[src/inc/rtpf_pkg.sv]
// package: constants and carrier types for the registered parity transceiver
// ============================================================
// Overview of operation
// - two independent 8-bit registers, one per direction, each own clock and enable
// - a_to_b clock rise with load enable low stores A port into A-to-B register
// - that qualified load also sets the A-to-B full flag high
// - enable high or no clock rise: register and flag keep contents
// - B-side output enable low drives A-to-B register onto B port
// - each output buffer floats while its enable is high, follows register when low
// - parity output high for even ones count in A-to-B register, floats if disabled
// - B-side output enable rising clears A-to-B flag unless a qualified load coincides
// - b_to_a qualified clock rise stores B port and parity pin input
// - that qualified load also sets the B-to-A full flag high
// - A-side output enable low drives B-to-A register onto A port
// - A-side output enable rising clears the B-to-A flag unless a qualified load coincides
// - error output high on odd ones over nine stored bits; high when disabled
package rtpf_pkg;
    localparam int DATA_W = 8;
    localparam logic [DATA_W-1:0] DATA_RST = 8'h00;
    localparam logic FLAG_RST = 1'b0;
    localparam logic PAR_RST = 1'b0;
    localparam logic OE_N_RST = 1'b1;
    localparam logic ERR_N_RST = 1'b1;
    localparam int BUF_DEPTH = 2;

    // one side's pin inputs after synchronising
    typedef struct packed {
        logic clk;
        logic load_en_n;
        logic oe_n;
        logic [DATA_W-1:0] data;
        logic par;
    } rtpf_side_t;

    // word moving through the skid buffer
    typedef struct packed {
        logic [DATA_W-1:0] data;
        logic par;
    } rtpf_word_t;
endpackage

[src/rtl/rtpf_top.sv]
// design: registered octal transceiver with parity and handshake flags
`timescale 1ns/1ps
module rtpf_top #(
    parameter int DATA_W = rtpf_pkg::DATA_W
) (
    input wire logic CLK_SYS,
    input wire logic RST,
    input wire logic A_TO_B_CLOCK,
    input wire logic A_TO_B_LOAD_ENABLE_N,
    input wire logic B_TO_A_CLOCK,
    input wire logic B_TO_A_LOAD_ENABLE_N,
    input wire logic B_SIDE_OUTPUT_ENABLE_N,
    input wire logic A_SIDE_OUTPUT_ENABLE_N,
    input wire logic [DATA_W-1:0] A_PORT_BUS_I,
    output logic [DATA_W-1:0] A_PORT_BUS_O,
    output logic A_PORT_BUS_OE,
    input wire logic [DATA_W-1:0] B_PORT_BUS_I,
    output logic [DATA_W-1:0] B_PORT_BUS_O,
    output logic B_PORT_BUS_OE,
    input wire logic PARITY_I,
    output logic PARITY_O,
    output logic PARITY_OE,
    output logic ERROR_N,
    output logic A_TO_B_FULL_FLAG,
    output logic B_TO_A_FULL_FLAG,
    output logic B_READY,
    output logic B_WORD_VALID,
    input wire logic B_WORD_READY,
    output logic [DATA_W-1:0] B_WORD_DATA
);
    // ============================================================
    // parameter check
    if (DATA_W != rtpf_pkg::DATA_W) begin : g_width_check
        $error("DATA_W must match the packed carrier width");
    end

    // ============================================================
    // pin synchronisers, two stages, first stage read only by second
    rtpf_pkg::rtpf_side_t meta_a, sync_a, prev_a;
    rtpf_pkg::rtpf_side_t meta_b, sync_b, prev_b;
    rtpf_pkg::rtpf_side_t pin_a, pin_b;

    always_comb begin
        pin_a = '{clk: A_TO_B_CLOCK, load_en_n: A_TO_B_LOAD_ENABLE_N,
                  oe_n: A_SIDE_OUTPUT_ENABLE_N, data: A_PORT_BUS_I, par: 1'b0};
        pin_b = '{clk: B_TO_A_CLOCK, load_en_n: B_TO_A_LOAD_ENABLE_N,
                  oe_n: B_SIDE_OUTPUT_ENABLE_N, data: B_PORT_BUS_I, par: PARITY_I};
    end

    // output enables idle high so no false rise right after reset
    localparam rtpf_pkg::rtpf_side_t SIDE_RST = '{clk: 1'b0, load_en_n: 1'b1,
        oe_n: 1'b1, data: rtpf_pkg::DATA_RST, par: rtpf_pkg::PAR_RST};

    always_ff @(posedge CLK_SYS) begin
        if (RST) begin
            meta_a <= SIDE_RST;
            sync_a <= SIDE_RST;
            prev_a <= SIDE_RST;
            meta_b <= SIDE_RST;
            sync_b <= SIDE_RST;
            prev_b <= SIDE_RST;
        end else begin
            meta_a <= pin_a;
            sync_a <= meta_a;
            prev_a <= sync_a;
            meta_b <= pin_b;
            sync_b <= meta_b;
            prev_b <= sync_b;
        end
    end

    // edge events; data sampled at the synchronised clock rise, so pins must be
    // stable two system cycles around the edge (limitation of oversampling)
    logic load_ab, load_ba, clr_ab, clr_ba;
    always_comb begin
        load_ab = sync_a.clk && !prev_a.clk && !sync_a.load_en_n;
        load_ba = sync_b.clk && !prev_b.clk && !sync_b.load_en_n;
        clr_ab = sync_b.oe_n && !prev_b.oe_n;
        clr_ba = sync_a.oe_n && !prev_a.oe_n;
    end

    // ============================================================
    // registers and flags
    logic [DATA_W-1:0] reg_ab, next_reg_ab, reg_ba, next_reg_ba;
    logic par_ba, next_par_ba;
    logic flag_ab, next_flag_ab, flag_ba, next_flag_ba;

    always_comb begin
        next_reg_ab = reg_ab;
        next_reg_ba = reg_ba;
        next_par_ba = par_ba;
        next_flag_ab = flag_ab;
        next_flag_ba = flag_ba;
        if (clr_ab) begin
            next_flag_ab = 1'b0;
        end
        if (clr_ba) begin
            next_flag_ba = 1'b0;
        end
        if (load_ab) begin
            next_reg_ab = sync_a.data;
            next_flag_ab = 1'b1;
        end
        if (load_ba) begin
            next_reg_ba = sync_b.data;
            next_par_ba = sync_b.par;
            next_flag_ba = 1'b1;
        end
    end

    always_ff @(posedge CLK_SYS) begin
        if (RST) begin
            reg_ab <= rtpf_pkg::DATA_RST;
            reg_ba <= rtpf_pkg::DATA_RST;
            par_ba <= rtpf_pkg::PAR_RST;
            flag_ab <= rtpf_pkg::FLAG_RST;
            flag_ba <= rtpf_pkg::FLAG_RST;
        end else begin
            reg_ab <= next_reg_ab;
            reg_ba <= next_reg_ba;
            par_ba <= next_par_ba;
            flag_ab <= next_flag_ab;
            flag_ba <= next_flag_ba;
        end
    end

    // ============================================================
    // pin drivers, registered; enable pins low means driving
    logic [DATA_W-1:0] next_a_o, next_b_o;
    logic next_a_oe, next_b_oe, next_par_o, next_err_n;

    always_comb begin
        next_b_o = reg_ab;
        next_b_oe = sync_b.oe_n;
        next_par_o = ~(^reg_ab);
        next_a_o = reg_ba;
        next_a_oe = sync_a.oe_n;
        next_err_n = sync_a.oe_n ? 1'b1 : ^{reg_ba, par_ba};
    end

    always_ff @(posedge CLK_SYS) begin
        if (RST) begin
            A_PORT_BUS_O <= rtpf_pkg::DATA_RST;
            B_PORT_BUS_O <= rtpf_pkg::DATA_RST;
            A_PORT_BUS_OE <= rtpf_pkg::OE_N_RST;
            B_PORT_BUS_OE <= rtpf_pkg::OE_N_RST;
            PARITY_O <= rtpf_pkg::PAR_RST;
            ERROR_N <= rtpf_pkg::ERR_N_RST;
        end else begin
            A_PORT_BUS_O <= next_a_o;
            B_PORT_BUS_O <= next_b_o;
            A_PORT_BUS_OE <= next_a_oe;
            B_PORT_BUS_OE <= next_b_oe;
            PARITY_O <= next_par_o;
            ERROR_N <= next_err_n;
        end
    end

    assign PARITY_OE = B_PORT_BUS_OE;
    assign A_TO_B_FULL_FLAG = flag_ab;
    assign B_TO_A_FULL_FLAG = flag_ba;

    // ============================================================
    // two-entry buffer copying each A-to-B load for an on-chip consumer;
    // a load arriving at a full buffer is not copied, and B_READY shows low
    rtpf_pkg::rtpf_word_t buf_mem [rtpf_pkg::BUF_DEPTH];
    logic wr_ptr, next_wr_ptr, rd_ptr, next_rd_ptr;
    logic [1:0] count, next_count;
    logic push, pop;

    always_comb begin
        B_READY = (count != 2'(rtpf_pkg::BUF_DEPTH));
        B_WORD_VALID = (count != 2'h0);
        push = load_ab && B_READY;
        pop = B_WORD_VALID && B_WORD_READY;
        next_wr_ptr = push ? ~wr_ptr : wr_ptr;
        next_rd_ptr = pop ? ~rd_ptr : rd_ptr;
        next_count = count + 2'(push) - 2'(pop);
    end

    always_ff @(posedge CLK_SYS) begin
        if (RST) begin
            wr_ptr <= 1'b0;
            rd_ptr <= 1'b0;
            count <= 2'h0;
        end else begin
            wr_ptr <= next_wr_ptr;
            rd_ptr <= next_rd_ptr;
            count <= next_count;
        end
    end

    always_ff @(posedge CLK_SYS) begin
        if (push) begin
            buf_mem[wr_ptr] <= '{data: sync_a.data, par: ~(^sync_a.data)};
        end
    end

    assign B_WORD_DATA = buf_mem[rd_ptr].data;

    // ============================================================
    // checks
    a_load_sets_flag: assert property (@(posedge CLK_SYS) disable iff (RST)
        load_ab |=> flag_ab && reg_ab == $past(sync_a.data))
        else $error("a-to-b load did not set flag or store data");
    a_hold_no_load: assert property (@(posedge CLK_SYS) disable iff (RST)
        !load_ab |=> $stable(reg_ab))
        else $error("a-to-b register changed without a load");
    a_clear_ab_flag: assert property (@(posedge CLK_SYS) disable iff (RST)
        (clr_ab && !load_ab) |=> !flag_ab)
        else $error("a-to-b flag not cleared by output enable rise");
    a_clear_ba_flag: assert property (@(posedge CLK_SYS) disable iff (RST)
        (clr_ba && !load_ba) |=> !flag_ba)
        else $error("b-to-a flag not cleared by output enable rise");
    a_set_wins: assert property (@(posedge CLK_SYS) disable iff (RST)
        (load_ba && clr_ba) |=> flag_ba)
        else $error("clear beat a coinciding load");
    a_set_wins_ab: assert property (@(posedge CLK_SYS) disable iff (RST)
        (load_ab && clr_ab) |=> flag_ab)
        else $error("clear beat a coinciding a-to-b load");
    a_parity_even: assert property (@(posedge CLK_SYS) disable iff (RST)
        !PARITY_OE |-> PARITY_O == ~(^B_PORT_BUS_O))
        else $error("generated parity wrong");
    a_error_check: assert property (@(posedge CLK_SYS) disable iff (RST)
        $past(sync_a.oe_n) |-> ERROR_N)
        else $error("error output low while disabled");
    a_b_drive: assert property (@(posedge CLK_SYS) disable iff (RST)
        !sync_b.oe_n |=> !B_PORT_BUS_OE && B_PORT_BUS_O == $past(reg_ab))
        else $error("b port not driving the a-to-b register");
    a_ba_load: assert property (@(posedge CLK_SYS) disable iff (RST)
        load_ba |=> flag_ba && par_ba == $past(sync_b.par))
        else $error("b-to-a load failed");
endmodule

[config.mk]
export PLATFORM = sky130hd
export DESIGN_NAME = rtpf_top
export DESIGN_NICKNAME = d
export VERILOG_FILES = /design/src/inc/rtpf_pkg.sv /design/src/rtl/rtpf_top.sv
export SDC_FILE = /design/constraint.sdc
export NUM_CORES = 1
export LEC_CHECK = 0
export ABC_AREA = 1
export BUFFER_PORTS_ARGS = -buffer_cell sky130_fd_sc_hd__buf_2
export CORE_AREA = 2 2 88 90
export CTS_BUF_LIST = sky130_fd_sc_hd__clkbuf_4
export DETAILED_ROUTE_END_ITERATION = 7
export DIE_AREA = 0 0 90 92
export GPL_TIMING_DRIVEN = 0
export MAX_ROUTING_LAYER = met4
export PLACE_DENSITY = 0.7
export SETUP_SLACK_MARGIN = 0.2
export SLEW_MARGIN = 20
export SYNTH_ARGS = -nofsm -noshare
export SYNTH_HDL_FRONTEND = slang
export SYNTH_SLANG_ARGS = --single-unit
export TNS_END_PERCENT = 10
[constraint.sdc]
create_clock -name CLK_SYS -period 2.3 [get_ports CLK_SYS]
set_input_delay 0.23 -clock CLK_SYS [delete_from_list [all_inputs] [get_ports CLK_SYS]]
set_output_delay 0.23 -clock CLK_SYS [all_outputs]
set_load 0.01 [all_outputs]
Yosys cells after proc, flatten, opt, wreduce, memory -nomap -nowiden. Memory sizes are Yosys's and may differ from the RTL's. A register that Yosys moved wholly into a read port is not among the register bits. Cells that the tools add are included.

Flip-flop bits (word level): 91. RAM bits: 18. Input port bits: 26. Output and inout port bits: 33. Memories kept: 1.

Add/subtract/negate cells: 2. Equality and inequality tests: 1. Mux-type cells: 8. Bitwise gates (word level): 4. Reductions and logical operators: 21.

Memories: buf_mem (words 2, width 9, read ports 1, clocked after memory_dff 1, write ports 1, line rtpf_top.sv:166) `rtpf_pkg::rtpf_word_t buf_mem [rtpf_pkg::BUF_DEPTH];`.

Operator list (count): $reduce_xor 8->1 (2); $reduce_xor 9->1 (1); $logic_and 1x1->1 (8); $mux 1 (8); $logic_not 1->1 (6); $reduce_bool 2->1 (3); $not 1->1 (4); $add 2x1->2 (1); $ne 2x2->1 const B (1); $reduce_or 2->1 (1); $sub 2x1->2 (1).

Depth between registers and ports, before layout.
Depth after elaboration: 6. Mapped depth: 10. Mapped depth without buffers: 10.

Least setup slack after synthesis. OpenSTA, ideal clock, no wires.

Path kind: flip-flop to flip-flop. Start point: register count[0]. End point: register count[1]. Library setup time: 121 ps. Arrival: 1426 ps. Required time: 2179 ps. Slack: 753 ps. Stages on the path, launching flop included: 10. Period minus slack after synthesis: 1547 ps. Cells stage by stage: dfxtp_1 inv_1 nand2_1 nand3_1 ha_1 inv_1 ha_1 xnor2_1 o21ai_0 a21oi_1.

Longest elaborated chain between the ends: 4. Elaborated cells between the ends (all ways): 6. Those cells by class: 2 x add/sub; 1 x eq/ne; 3 x reduce/logical.

RTL lines: start: declaration (line rtpf_top.sv:168) `logic [1:0] count, next_count;`; start signal: assignment (line rtpf_top.sv:189) `count <= next_count;`; $ne 2x2->1 (line rtpf_top.sv:172) `B_READY = (count != 2'(rtpf_pkg::BUF_DEPTH));`; named net B_READY (line rtpf_top.sv:26) `output logic B_READY,`; $logic_and 1x1->1 (line rtpf_top.sv:174) `push = load_ab && B_READY;`; $add 2x1->2 (line rtpf_top.sv:178) `next_count = count + 2'(push) - 2'(pop);`; $sub 2x1->2 (line rtpf_top.sv:178).

The timed path passes the listed nets, and every way through them passes these cells. A chain may end at the register's enable or synchronous reset.

==> impl_metrics.py <==
metrics = {
    "status": {
        "status": "completed",
    },
    "pwr": {
        "vdd_ir_drop_max_mv": 0.267,
        "swShare": 0.253,
        "report.power.total_w": 0.00317,
        "p_int_w": 0.00237,
        "pwr-share-clk": 0.268,
        "power.leakage_nw": 1.98,
        "combPwrFrac": 0.099,
        "power.density_nw_per_um2": 738,
        "p_sw_w": 0.000803,
        "seqPwrFrac": 0.633,
    },
    "global_route": {
        "grt_pass1_wl_mm": 9.76,
        "grt_usage": 0.156,
        "met2_usage": 0.247,
        "grt_max_degree": 20,
        "grtUsageMet1": 0.184,
        "grt_overflow": 0,
        "grt_pass1_vias": 2278,
        "grtUsageMet3": 0.0394,
        "grt-busiest-layer": "met2",
        "antenna_found_initial": 0,
    },
    "yosys": {
        "synth-compound-area-share": 0.0666,
        "syn_inst": 375,
        "yosys.cell_types.count": 18,
        "syn-num-nets": 403,
        "synth_adder_area_share": 0.00708,
        "synth-simple-area-share": 0.137,
        "synth_top_family_by_area": "simple AND/OR/NAND/NOR gates",
        "ys_seq_elements": 108,
        "ys.warnings.count": 0,
        "netlist_area_um2": 3530,
        "synth_xor_area_frac": 0.00744,
        "synth_area_per_cell_um2": 9.42,
        "seq_area_frac_synth": 0.657,
        "synthMuxAreaShare": 0.0255,
    },
    "worst_setup_path": {
        "startpoint_type": "flip-flop",
        "slowest_delay_ns": 0.39,
        "worst-setup-path-type": "flip-flop to output port",
        "reg2reg_from": "count[0]",
        "cp.required_ns": 2.07,
        "path_buf_inv": 2,
        "critPathSlowestCell": "mux2_2",
        "worstPathCellList": "clkbuf_1 > mux2_2 > buf_2",
        "cp.arrival_ns": 1.66,
        "crit_family": "buffers and inverters",
        "worstRegToRegCells": 9,
        "rr_endpoint": "count[1]",
        "reg2reg_setup_slack_ns": 0.65,
        "endpoint": "B_WORD_DATA[0]",
        "path_depth": 3,
        "cp-end-kind": "output port",
        "cp_max_fo": 8,
    },
    "cts": {
        "htreeDepth": 3,
        "post_cts_buffers": 0,
        "cts_tree": "done",
        "cts_root_buffer": "clkbuf_4",
        "cts_resized": 0,
        "holdBufCountCts": 23,
        "cts.path.max_buffers": 2,
        "path_clk_slew_ns": 0.15,
        "cts_buffers": 9,
        "clkLatencyLatePin_ns": 0.45,
        "cts.sinks": 108,
    },
    "sta": {
        "fin_crit_sh": 0.822,
        "maxSlewHeadroom": 0.545,
        "period_needed_ns": 1.89,
        "hold_viol": 0,
        "rsz0062_at_grt": "false",
        "setup_viol": 0,
        "tns_ns": 0,
        "tightest_slew_ns": 0.681,
        "clock.fmax_mhz": 529,
        "fin_skew_ns": 0.0124,
        "drv_slew": 0,
    },
    "final_layout": {
        "drive_gt1_frac": 0.202,
        "nets": 494,
        "antennaDiodeCount": 0,
        "area_growth_pct": 21.7,
    },
    "route": {
        "drc": 0,
        "dr.first_iter.drc_count": 80,
        "firstDrtPassIters": 5,
        "num_vias": 2431,
        "wl_per_cell_um": 10.0,
        "wirelength_mm": 5.74,
        "drtAntennaViolNets": 0,
        "post_drt_via_cell_ratio": 4.24,
    },
    "placed_design": {
        "gp_congestion": 0.772,
        "port_buffers": 57,
        "detailedPlacementHpwl_mm": 4.06,
    },
    "worst_hold_path": {
        "hp-class": "input pin to flip-flop",
    },
    "floorplanning": {
        "die-area_um2": 8280,
        "die_h_um": 92,
        "die_w_um": 90,
        "io_pins": 59,
        "start_util": 0.474,
        "core_area_um2": 7450,
        "rows": 32,
    },
    "flow_run": {
        "maxCapViolations": 0,
    },
}
==> power groups by stage <==
stage	combinational, W	sequential [W]	clock (W)
floorplan	0.000190	0.00205	0
global placement	0.000283	0.00205	0
detailed placement	0.000287	0.00205	0
CTS	0.000318	0.00201	0.000877
global route	0.000357	0.00202	0.000951
finish	0.000313	0.00201	0.000849
==> cells in the final DEF, fill, tap and decap left out <==
master	Yosys	final
mux2_2	8	8
ha_1	2	2
inv_1	71	71
nor2_1	68	68
inv_4	0	1
dfxtp_1	92	92
buf_4	1	1
nand2_1	38	38
xnor2_1	3	3
a21oi_1	23	23
or3_1	1	1
buf_8	1	1
or2_2	8	8
nand3_1	6	6
clkbuf_1	9	9
buf_2	3	60
edfxtp_1	16	16
dlygate4sd3_1	0	23
clkinv_4	0	3
clkbuf_4	0	9
o21ai_0	24	24
inv_6	0	2
buf_6	1	1
clkinvlp_4	0	1
==> flip-flops by register name, summed over array words and instances (netlist names), named ones only <==
register / flops
prev_b: 1
PARITY_O: 1
par_ba: 1
count: 2
A_PORT_BUS_O: 8
buf_mem: 16
prev_a: 1
next_b_oe: 1
A_TO_B_FULL_FLAG: 1
wr_ptr: 1
meta_b: 12
B_TO_A_FULL_FLAG: 1
next_b_o: 8
rd_ptr: 1
ERROR_N: 1
sync_b: 11
B_PORT_BUS_OE: 1
next_a_oe: 1
A_PORT_BUS_OE: 1
B_PORT_BUS_O: 8
next_a_o: 8
meta_a: 11
sync_a: 10
==> synthesized netlist by cell type <==
cell type  count  share of area
edfxtp_1      16           0.14
nand2_1       38          0.040
a21oi_1       23          0.033
or2_2          8          0.014
or3_1          1         0.0018
dfxtp_1       92           0.52
buf_8          1         0.0042
ha_1           2         0.0071
mux2_2         8          0.026
buf_6          1         0.0032
xnor2_1        3         0.0074
nor2_1        68          0.072
buf_4          1         0.0021
inv_1         71          0.075
buf_2          3         0.0042
clkbuf_1       9         0.0096
nand3_1        6         0.0085
o21ai_0       24          0.034
==> how the worst min path moves through the flow <==
stage	startpoint	end	slack, ns	depth (start not counted)
floorplan	A_TO_B_LOAD_ENABLE_N	meta_a[10]	0.33	1
global placement	meta_a[10]	sync_a[10]	0.39	1
detailed placement	meta_a[3]	sync_a[3]	0.39	2
CTS	B_WORD_READY	flip-flop	0.11	4
global route	B_WORD_READY	rd_ptr	0.14	4
finish	B_WORD_READY	flip-flop	0.13	4
==> layout make-up <==
cell class	count	area (um^2)
Fill cell	690	3150
Sequential cell	108	2320
Multi-Input combinational cell	181	861
Timing Repair Buffer	80	515
Inverter	71	267
Tap cell	102	128
Buffer	15	82.6
Clock buffer	9	67.6
Clock inverter	7	57.6
==> logic make-up (layout without fill, tap and decap cells) <==
kind of cell | after synthesis | count (layout)
buffers and inverters | 86 | 182
AND/OR/NAND/NOR | 121 | 121
XOR/XNOR | 3 | 3
flip-flops | 108 | 108
adder cells (fa/ha/maj) | 2 | 2
multiplexers | 8 | 8
AO/OA/AOI/OAI | 47 | 47
==> worst min-delay path: cells and delay by family <==
family | cells | cell delay, ns
compound gates | 1 | 0.08
buf+inv | 2 | 0.18
simple gates | 1 | 0.04
==> metrics by stage <==
step                cells  utilization  cell area [um^2]  setup WS (ns)  hold slack [ns]
floorplan             375            -              3530          0.753            0.334
global placement      534        0.530              3950          0.718            0.391
detailed placement    534        0.530              3950          0.656            0.393
CTS                   573        0.577              4300          0.352            0.107
global route          573        0.577              4300          0.264            0.136
finish                573        0.577              4300          0.410            0.130
==> layer usage <==
metal / vias to the layer above / share of wire
met2: 52 / 0.46
met5: - / 0
met3: 13 / 0.047
li1: 1320 / -
met1: 1046 / 0.46
met4: 0 / 0.028
No activity file was read; power rests on OpenSTA's default activity.
